**config.mk**
```make
export PLATFORM = sky130hd
export DESIGN_NAME = flash_pe_control_regs
export DESIGN_NICKNAME = d
export VERILOG_FILES = /design/src/verilog/flash_pe_pkg.sv /design/src/verilog/flash_pe_control_regs.sv
export VERILOG_INCLUDE_DIRS = /design/src /design/src/verilog
export SDC_FILE = /design/constraint.sdc
export NUM_CORES = 1
export LEC_CHECK = 0
export BUFFER_PORTS_ARGS = -buffer_cell sky130_fd_sc_hd__buf_2
export CAP_MARGIN = 20
export CELL_PAD_IN_SITES_DETAIL_PLACEMENT = 1
export CELL_PAD_IN_SITES_GLOBAL_PLACEMENT = 2
export CORE_ASPECT_RATIO = 0.6
export CORE_MARGIN = 4
export CORE_UTILIZATION = 31
export DETAILED_ROUTE_END_ITERATION = 16
export GPL_TIMING_DRIVEN = 0
export PLACE_DENSITY_LB_ADDON = 0.25
export SYNTH_ARGS = -nofsm -noshare
export SYNTH_HDL_FRONTEND = slang
export SYNTH_SLANG_ARGS = --single-unit
```
**constraint.sdc**
```tcl
create_clock -name mclk -period 2.4 [get_ports mclk]
set_input_delay 0.48 -clock mclk [delete_from_list [all_inputs] [get_ports mclk]]
set_output_delay 0.48 -clock mclk [all_outputs]
set_load 0.02 [all_outputs]
```
**src/verilog/flash_pe_params.svh**
```systemverilog
// Purpose: Register indices, field positions, keys and reset values.
// Assumes: AXI4-Lite byte address equals four times a register index.
// Notes: Index values are 30 bits and compare with address bits 31:2.
`ifndef FLASH_PE_PARAMS_SVH
`define FLASH_PE_PARAMS_SVH

`define IDX_GUARD 30'h0008c289
`define IDX_STATUS0 30'h007fffb0
`define IDX_STATUS1 30'h007fffb1
`define IDX_PROTECT 30'h007fffb4
`define IDX_PCLK 30'h007fffe8
`define IDX_RESET 30'h007fffc0
`define IDX_ENTRY 30'h007fffc2
`define IDX_IRQ_STATUS 30'h007fffc4
`define IDX_IRQ_MASK 30'h007fffc5

`define BIT_PROG_FAIL 4
`define BIT_ERASE_FAIL 5
`define BIT_ILLEGAL 6
`define BIT_READY 7
`define BIT_FAULT 7
`define BIT_CANCEL 0
`define BIT_SEQ_RESET 0
`define BIT_CODE_PE 0
`define BIT_DATA_PE 7

`define KEY_PROTECT 8'h55
`define KEY_RESET 8'hcc
`define KEY_ENTRY 8'haa
`define STRB_HALF 4'h3
`define PERMIT_ON 2'h1
`define PERMIT_OFF 2'h2

`define RST_CANCEL 1'h0
`define RST_SEQ_RESET 1'h0
`define RST_CODE_PE 1'h0
`define RST_DATA_PE 1'h0
`define RST_PCLK 8'h30
`define RST_GUARD 2'h2
`define RST_IRQ 5'h00
`define RST_IRQ_PREV 5'h10

`define RESP_OKAY 2'h0
`define RESP_DECERR 2'h3

`endif

```
**src/verilog/flash_pe_pkg.sv**
```systemverilog
// Purpose: Types shared by the flash control register block.
// Assumes: Constants live in flash_pe_params.svh.
// Notes: Structs carry the sequencer status and the control outputs.
package flash_pe_pkg;

  typedef struct packed {
    logic pe_busy;
    logic cancel_busy;
    logic lockread_busy;
    logic blank_busy;
    logic program_fail;
    logic erase_fail;
    logic illegal_op;
    logic fault;
  } seq_status_type;

  typedef struct packed {
    logic sequencer_reset_bit;
    logic lock_protect_cancel_bit;
    logic code_pe_entry_bit;
    logic data_pe_entry_bit;
    logic write_erase_permit;
    logic [7:0] periph_clock_mhz_field;
  } ctrl_type;

  typedef enum logic [1:0] {
    W_COLLECT = 2'b01,
    W_RESP = 2'b10
  } wr_state_type;

  typedef enum logic [1:0] {
    R_IDLE = 2'b01,
    R_DATA = 2'b10
  } rd_state_type;

endpackage
```
**src/verilog/flash_pe_control_regs.sv**
```systemverilog
// Purpose: Software register set of a code flash sequencer over AXI4-Lite.
// Assumes: Sequencer status inputs are synchronous to mclk.
// Notes: Keyed registers accept only halfword writes to byte lanes 1:0.
//
// The implementer's own choice: the AXI4-Lite register port.
`timescale 1ns/1ps
`include "flash_pe_params.svh"

// Overview of operation
// - Status bit 4 shows programming failure.
// - Status bit 5 shows erase failure.
// - Status bit 6 shows illegal command or access.
// - Ready bit 7 low while any operation runs.
// - Ready bit 7 high only when all idle.
// - Second status bit 7 shows sequencer fault.
// - Cancel bit set disables lock-bit protection.
// - Cancel bit needs key 55h, entry nonzero.
// - Key bytes are never stored.
// - Reset bit holds sequencer reset, key CCh.
// - Entry bit 0 selects code read or program/erase.
// - Entry bit 7 requests data program/erase.
// - Entry bits change only with key AAh.
// - Guard field 01 permits, 10 inhibits.
module flash_pe_control_regs (
  input wire logic mclk, // System clock, 50 MHz.
  input wire logic nrst, // Asynchronous reset, active low.
  input wire logic ce, // Clock enable; low freezes all state.
  input wire logic [31:0] s_axi_awaddr, // Write address.
  input wire logic s_axi_awvalid, // Write address valid.
  output logic s_axi_awready, // Write address ready.
  input wire logic [31:0] s_axi_wdata, // Write data.
  input wire logic [3:0] s_axi_wstrb, // Write byte strobes.
  input wire logic s_axi_wvalid, // Write data valid.
  output logic s_axi_wready, // Write data ready.
  output logic [1:0] s_axi_bresp, // Write response.
  output logic s_axi_bvalid, // Write response valid.
  input wire logic s_axi_bready, // Write response ready.
  input wire logic [31:0] s_axi_araddr, // Read address.
  input wire logic s_axi_arvalid, // Read address valid.
  output logic s_axi_arready, // Read address ready.
  output logic [31:0] s_axi_rdata, // Read data.
  output logic [1:0] s_axi_rresp, // Read response.
  output logic s_axi_rvalid, // Read data valid.
  input wire logic s_axi_rready, // Read data ready.
  input wire flash_pe_pkg::seq_status_type seq_status, // Sequencer state.
  output flash_pe_pkg::ctrl_type ctrl, // Control toward the sequencer.
  output logic irq // Level interrupt.
);
  import flash_pe_pkg::*;

  wr_state_type wr_state_q;
  rd_state_type rd_state_q;
  logic aw_got_q;
  logic w_got_q;
  logic [31:0] aw_addr_q;
  logic [31:0] w_data_q;
  logic [3:0] w_strb_q;
  logic [1:0] bresp_q;
  logic [31:0] rdata_q;
  logic [1:0] rresp_q;
  logic cancel_q;
  logic seq_reset_q;
  logic code_pe_q;
  logic data_pe_q;
  logic [7:0] pclk_q;
  logic [1:0] guard_q;
  logic [4:0] irq_status_q;
  logic [4:0] irq_mask_q;
  logic [4:0] irq_prev_q;
  logic [4:0] irq_now;
  logic [4:0] irq_event;
  logic wr_exec;
  logic [29:0] wr_idx;
  logic [29:0] rd_idx;
  logic half_word;
  logic [7:0] key;
  logic any_busy;
  logic key_ok_protect;
  logic key_ok_reset;
  logic key_ok_entry;
  logic [7:0] status0;
  logic [7:0] status1;
  logic [31:0] rd_mux;
  logic rd_hit;

  assign any_busy = seq_status.pe_busy | seq_status.cancel_busy |
                    seq_status.lockread_busy | seq_status.blank_busy;

  // Ready is the plain complement of every busy source.
  assign status0 = {~any_busy,
                    seq_status.illegal_op,
                    seq_status.erase_fail,
                    seq_status.program_fail,
                    4'h0};
  assign status1 = {seq_status.fault, 7'h00};

  // Write channel: address and data are taken in either order.
  assign s_axi_awready = (wr_state_q == W_COLLECT) && !aw_got_q;
  assign s_axi_wready = (wr_state_q == W_COLLECT) && !w_got_q;
  assign s_axi_bvalid = (wr_state_q == W_RESP);
  assign s_axi_bresp = bresp_q;
  assign wr_exec = ce && (wr_state_q == W_COLLECT) && aw_got_q && w_got_q;
  assign wr_idx = aw_addr_q[31:2];
  assign half_word = (w_strb_q == `STRB_HALF);
  assign key = w_data_q[15:8];

  assign key_ok_protect = wr_exec && (wr_idx == `IDX_PROTECT) && half_word &&
                          (key == `KEY_PROTECT) &&
                          (code_pe_q | data_pe_q);
  assign key_ok_reset = wr_exec && (wr_idx == `IDX_RESET) && half_word &&
                        (key == `KEY_RESET);
  assign key_ok_entry = wr_exec && (wr_idx == `IDX_ENTRY) && half_word &&
                        (key == `KEY_ENTRY);

  always_ff @(posedge mclk or negedge nrst) begin
    if (!nrst) begin
      wr_state_q <= W_COLLECT;
      aw_got_q <= 1'b0;
      w_got_q <= 1'b0;
      aw_addr_q <= 32'h00000000;
      w_data_q <= 32'h00000000;
      w_strb_q <= 4'h0;
      bresp_q <= `RESP_OKAY;
    end else if (ce) begin
      case (wr_state_q)
        W_COLLECT: begin
          if (s_axi_awvalid && s_axi_awready) begin
            aw_got_q <= 1'b1;
            aw_addr_q <= s_axi_awaddr;
          end
          if (s_axi_wvalid && s_axi_wready) begin
            w_got_q <= 1'b1;
            w_data_q <= s_axi_wdata;
            w_strb_q <= s_axi_wstrb;
          end
          if (aw_got_q && w_got_q) begin
            aw_got_q <= 1'b0;
            w_got_q <= 1'b0;
            wr_state_q <= W_RESP;
            case (wr_idx)
              `IDX_GUARD, `IDX_STATUS0, `IDX_STATUS1, `IDX_PROTECT,
              `IDX_PCLK, `IDX_RESET, `IDX_ENTRY, `IDX_IRQ_STATUS,
              `IDX_IRQ_MASK: bresp_q <= `RESP_OKAY;
              default: bresp_q <= `RESP_DECERR;
            endcase
          end
        end
        W_RESP: begin
          if (s_axi_bready) begin
            wr_state_q <= W_COLLECT;
          end
        end
        default: wr_state_q <= W_COLLECT;
      endcase
    end
  end

  // Only the protected bit is kept; the key byte is a qualifier only.
  always_ff @(posedge mclk or negedge nrst) begin
    if (!nrst) begin
      cancel_q <= `RST_CANCEL;
    end else if (ce && key_ok_protect) begin
      cancel_q <= w_data_q[`BIT_CANCEL];
    end
  end

  always_ff @(posedge mclk or negedge nrst) begin
    if (!nrst) begin
      seq_reset_q <= `RST_SEQ_RESET;
    end else if (ce && key_ok_reset) begin
      seq_reset_q <= w_data_q[`BIT_SEQ_RESET];
    end
  end

  always_ff @(posedge mclk or negedge nrst) begin
    if (!nrst) begin
      code_pe_q <= `RST_CODE_PE;
      data_pe_q <= `RST_DATA_PE;
    end else if (ce && key_ok_entry) begin
      code_pe_q <= w_data_q[`BIT_CODE_PE];
      data_pe_q <= w_data_q[`BIT_DATA_PE];
    end
  end

  // The clock notice holds whatever software loads; no range check.
  always_ff @(posedge mclk or negedge nrst) begin
    if (!nrst) begin
      pclk_q <= `RST_PCLK;
    end else if (ce && wr_exec && (wr_idx == `IDX_PCLK) && w_strb_q[0]) begin
      pclk_q <= w_data_q[7:0];
    end
  end

  always_ff @(posedge mclk or negedge nrst) begin
    if (!nrst) begin
      guard_q <= `RST_GUARD;
    end else if (ce && wr_exec && (wr_idx == `IDX_GUARD) && w_strb_q[0]) begin
      guard_q <= w_data_q[1:0];
    end
  end

  assign ctrl.sequencer_reset_bit = seq_reset_q;
  assign ctrl.lock_protect_cancel_bit = cancel_q;
  assign ctrl.code_pe_entry_bit = code_pe_q;
  assign ctrl.data_pe_entry_bit = data_pe_q;
  // Codes other than 01 also inhibit, so only an exact 01 permits.
  assign ctrl.write_erase_permit = (guard_q == `PERMIT_ON);
  assign ctrl.periph_clock_mhz_field = pclk_q;

  // Interrupt events are rising edges of the failure flags and of ready.
  assign irq_now = {~any_busy, seq_status.fault, seq_status.illegal_op,
                    seq_status.erase_fail, seq_status.program_fail};
  assign irq_event = irq_now & ~irq_prev_q;

  // Ready idles high, so its history starts high to avoid a false event.
  always_ff @(posedge mclk or negedge nrst) begin
    if (!nrst) begin
      irq_prev_q <= `RST_IRQ_PREV;
    end else if (ce) begin
      irq_prev_q <= irq_now;
    end
  end

  // A new event wins over a simultaneous write-one-to-clear.
  always_ff @(posedge mclk or negedge nrst) begin
    if (!nrst) begin
      irq_status_q <= `RST_IRQ;
    end else if (ce) begin
      if (wr_exec && (wr_idx == `IDX_IRQ_STATUS) && w_strb_q[0]) begin
        irq_status_q <= (irq_status_q & ~w_data_q[4:0]) | irq_event;
      end else begin
        irq_status_q <= irq_status_q | irq_event;
      end
    end
  end

  always_ff @(posedge mclk or negedge nrst) begin
    if (!nrst) begin
      irq_mask_q <= `RST_IRQ;
    end else if (ce && wr_exec && (wr_idx == `IDX_IRQ_MASK) && w_strb_q[0]) begin
      irq_mask_q <= w_data_q[4:0];
    end
  end

  assign irq = |(irq_status_q & irq_mask_q);

  // Read channel: one outstanding read, data registered.
  assign s_axi_arready = (rd_state_q == R_IDLE);
  assign s_axi_rvalid = (rd_state_q == R_DATA);
  assign s_axi_rdata = rdata_q;
  assign s_axi_rresp = rresp_q;
  assign rd_idx = s_axi_araddr[31:2];

  always_comb begin
    rd_mux = 32'h00000000;
    rd_hit = 1'b1;
    case (rd_idx)
      `IDX_GUARD: rd_mux = {30'h00000000, guard_q};
      `IDX_STATUS0: rd_mux = {24'h000000, status0};
      `IDX_STATUS1: rd_mux = {24'h000000, status1};
      `IDX_PROTECT: rd_mux = {31'h00000000, cancel_q};
      `IDX_PCLK: rd_mux = {24'h000000, pclk_q};
      `IDX_RESET: rd_mux = {31'h00000000, seq_reset_q};
      `IDX_ENTRY: rd_mux = {24'h000000, data_pe_q, 6'h00, code_pe_q};
      `IDX_IRQ_STATUS: rd_mux = {27'h0000000, irq_status_q};
      `IDX_IRQ_MASK: rd_mux = {27'h0000000, irq_mask_q};
      default: rd_hit = 1'b0;
    endcase
  end

  always_ff @(posedge mclk or negedge nrst) begin
    if (!nrst) begin
      rd_state_q <= R_IDLE;
      rdata_q <= 32'h00000000;
      rresp_q <= `RESP_OKAY;
    end else if (ce) begin
      case (rd_state_q)
        R_IDLE: begin
          if (s_axi_arvalid) begin
            rdata_q <= rd_mux;
            rresp_q <= rd_hit ? `RESP_OKAY : `RESP_DECERR;
            rd_state_q <= R_DATA;
          end
        end
        R_DATA: begin
          if (s_axi_rready) begin
            rd_state_q <= R_IDLE;
          end
        end
        default: rd_state_q <= R_IDLE;
      endcase
    end
  end

  // Checks.
  logic ar_fire;
  assign ar_fire = ce && s_axi_arvalid && s_axi_arready;
endmodule // flash_pe_control_regs

```
==> qor.txt <==
Antenna Nets Post-Route: 0
Max Slew Vio Count: 0
Power Dens Cells: 889.0 nW/um^2
Max VDD drop: 0.3837 mV
Relative slew slack: 37.96%
Tmin final: 2.349 ns
DR WL/cell: 17.99 um
Combinational power share: 26.4%
Syn Inst Count: 400
Post-synth top area cell: dfrtp_1
CTS tree: yes
Die area: 17130 sq um
Met3 Usage GRT: 4.330%
H-tree Lvls: 3
DRC viols: 0
Post-DR vias/cell: 4.838
Max clock buf depth: 2
R2R Path Start: aw_addr_q[11]
CP max FO: 4
Async SR Flop Fraction: 100.0%
Synthesized area per cell: 11.65 sq um
Routing usage on met1: 23.59%
Final period util: 97.87%
Largest net degree at the start of global routing: 64
GPL Wtd Cong: 0.7771
# hold bufs at CTS: 0
Core area: 14590 sq um
Post-synth EDFFs: 0
Max-cap viol count: 0
Worst slew pin tran: 0.9177 ns
I/O Buffers: 126
Reg2reg setup slack: 0.05 ns
Setup Viol. Count Final: 0
Predominant post-synthesis flop cell: dfrtp_1
Mapped Area: 4662 sq um
Final Skew: 0.004925 ns
Cell Int Power: 3.586 mW
CTS buffer count: 9
Seq cells post-synth: 95
Warnings, synthesis: 0
Starting density of the core: 31.95%
Seq/Total Area, Yosys: 51.15%
Nets: 680
Worst Path Arrival: 2.58 ns
CP startpoint: aw_addr_q[11]
Final hold violations: 0
CP Capture Type: flip-flop
Share of the synthesized area in the top cell type: 47.77%
Clk pwr share: 25.5%
Worst-skew pair later-pin latency: 0.34 ns
CTS clk-pin slew, worst paths: 0.07 ns
GR peak layer: met2
Die height: 103.0 um
FF-to-FF End: data_pe_q
Share of cells above drive strength 1: 49.03%
R2R cell count: 6
Net Sw Frac: 33.23%
Drt initial violations: 151
Syn-to-layout area delta: 29.58%
Placement Setup Slack: -0.7632 ns
Netlist cell types: 55
Required time of the critical path: 2.63 ns
Row Count: 34
Initial antenna violation count: 1
Share of power burned in registers: 48.2%
P_leak: 2.778 nW
Via count: 3711
RSZ-0062 raised after global routing: true
Vias in the first global route: 3878
Status: complete, no violations
Met2 Track Usage GR: 23.87%
Top cells by count, synth: dfrtp_1, mux2_2, nand2_1
TritonRoute pass-1 iters: 4
Hold Crit Class: in2async
Io pins: 171
Final core utilization: 41.40%
Net Switching: 1.784 mW
Crit Path Category: reg2reg
Die W: 166.3 um
Most common cell in the synthesized netlist: dfrtp_1
Top cells by area, synth: dfrtp_1, mux2_2, buf_4
Setup ws final: 0.05104 ns
Fmax: 425.7 MHz
First-pass GRT wire length: 21600 um
Diode count: 0
CP Launch Type: flip-flop
Root Driver: clkbuf_16
Final WL: 13800 um
DP HPWL: 10950 um
Grt total ovfl: 0
GRT Total Usage: 16.00%
CTS sink cnt: 95
==> how the worst max path moves through the flow <==
stage | depth (start not counted) | to | slack [ns]
2_1_floorplan | 6 | code_pe_q | 0.25
3_3_place_gp | 6 | aw_addr_q[2] | -0.74
3_5_place_dp | 6 | aw_addr_q[10] | -0.76
4_1_cts | 5 | irq_mask_q[1] | 0.004
5_1_grt | 6 | data_pe_q | -0.03
6_report | 6 | data_pe_q | 0.05
==> per-stage QoR <==
stage          hold slack, ns  instance area (sq um)  setup TNS (ns)  std cells  total power, mW
6_report              0.09695                   6041               0        767            5.370
5_1_grt                0.1216                   6041        -0.05632        767            5.708
4_1_cts                0.1102                   5976               0        765            5.411
3_5_place_dp           0.4367                   5657          -28.39        748            3.995
3_3_place_gp           0.4245                   5627          -41.76        747            3.898
2_1_floorplan          0.1844                   4748               0        423            3.440
==> power by group through the flow <==
stage                     registers, mW  logic [mW]  clock network (mW)
final                              2.59        1.42                1.37
after global routing               2.67        1.55                1.48
after CTS                          2.58        1.42                1.41
after detailed placement           2.59        1.40                   0
after global placement             2.56        1.34                   0
after floorplan                    2.45       0.994                   0
==> repair_timing <==
| item | 4_1_cts | 5_1_grt |
|---|---|---|
| setup buffers | 1 | 1 |
| gates resized for setup | 8 | 8 |
| setup endpoints to repair | 41 | 23 |
| pin swaps | 2 | 2 |
==> cells by family after synthesis <==
family | Yosys count | synth area share (%)
AO/OA/AOI/OAI | 55 | 8.079
flip-flops | 95 | 51.15
other | 1 | 0.08044
AND/OR/NAND/NOR | 129 | 16.94
multiplexers | 72 | 17.39
buffers and inverters | 48 | 6.361
==> registers in the layout (all words and copies together), names as in the netlist <==
signal,flops
cancel_q,1
wr_state_q,2
s_axi_rdata,8
s_axi_rresp,1
w_data_q,16
aw_got_q,1
guard_q,2
irq_mask_q,5
irq_prev_q,5
w_strb_q,4
w_got_q,1
seq_reset_q,1
data_pe_q,1
code_pe_q,1
irq_status_q,5
pclk_q,8
aw_addr_q,30
rd_state_q,2
s_axi_bresp,1
==> metal layers <==
| layer | vias up | share of wire (%) |
|---|---|---|
| met4 | 2 | 0.50 |
| met5 | - | 0.051 |
| li1 | 1753 | - |
| met3 | 8 | 5.1 |
| met2 | 98 | 42 |
| met1 | 1850 | 52 |
==> cell type report <==
type,instances,area [sq um]
sequential,95,2385
clock inverter,7,55.05
buffer,41,274.0
timing repair buffer,130,693.2
fill,1653,8551
multi-input combinational,280,2135
clock buffer,9,225.2
tap,198,247.7
inverter,7,26.28
==> layout by cell type (no fill, tap or decap), types with 3 or more instances in the layout <==
cell type | Yosys | layout
a21oi_1 | 5 | 5
a22oi_1 | 5 | 5
a31oi_1 | 4 | 4
a32oi_1 | 3 | 3
and3_1 | 3 | 3
buf_2 | 0 | 126
buf_4 | 31 | 33
clkbuf_1 | 10 | 7
clkbuf_16 | 0 | 9
clkbuf_2 | 0 | 3
conb_1 | 1 | 24
dfrtp_1 | 89 | 89
dfstp_2 | 6 | 6
inv_1 | 7 | 7
mux2_2 | 70 | 69
nand2_1 | 35 | 34
nand2b_1 | 3 | 3
nand3_1 | 10 | 10
nand3b_1 | 5 | 5
nand4_1 | 6 | 6
nor2_1 | 10 | 10
nor2b_1 | 4 | 4
nor3_1 | 7 | 7
nor4_1 | 11 | 7
nor4_2 | 0 | 4
nor4b_1 | 6 | 4
nor4bb_1 | 4 | 4
o21ai_0 | 19 | 19
o22a_1 | 3 | 3
o2bb2ai_1 | 4 | 4
==> worst max-delay path: stages (launching register included) <==
cell,delay [ns]
dfrtp_1,0.36
nand4_1,0.19
or4b_4,0.58
or3_4,0.45
nor4_4,0.21
nand3_2,0.14
mux2_1,0.32
(Power assumes the default switching activity.)
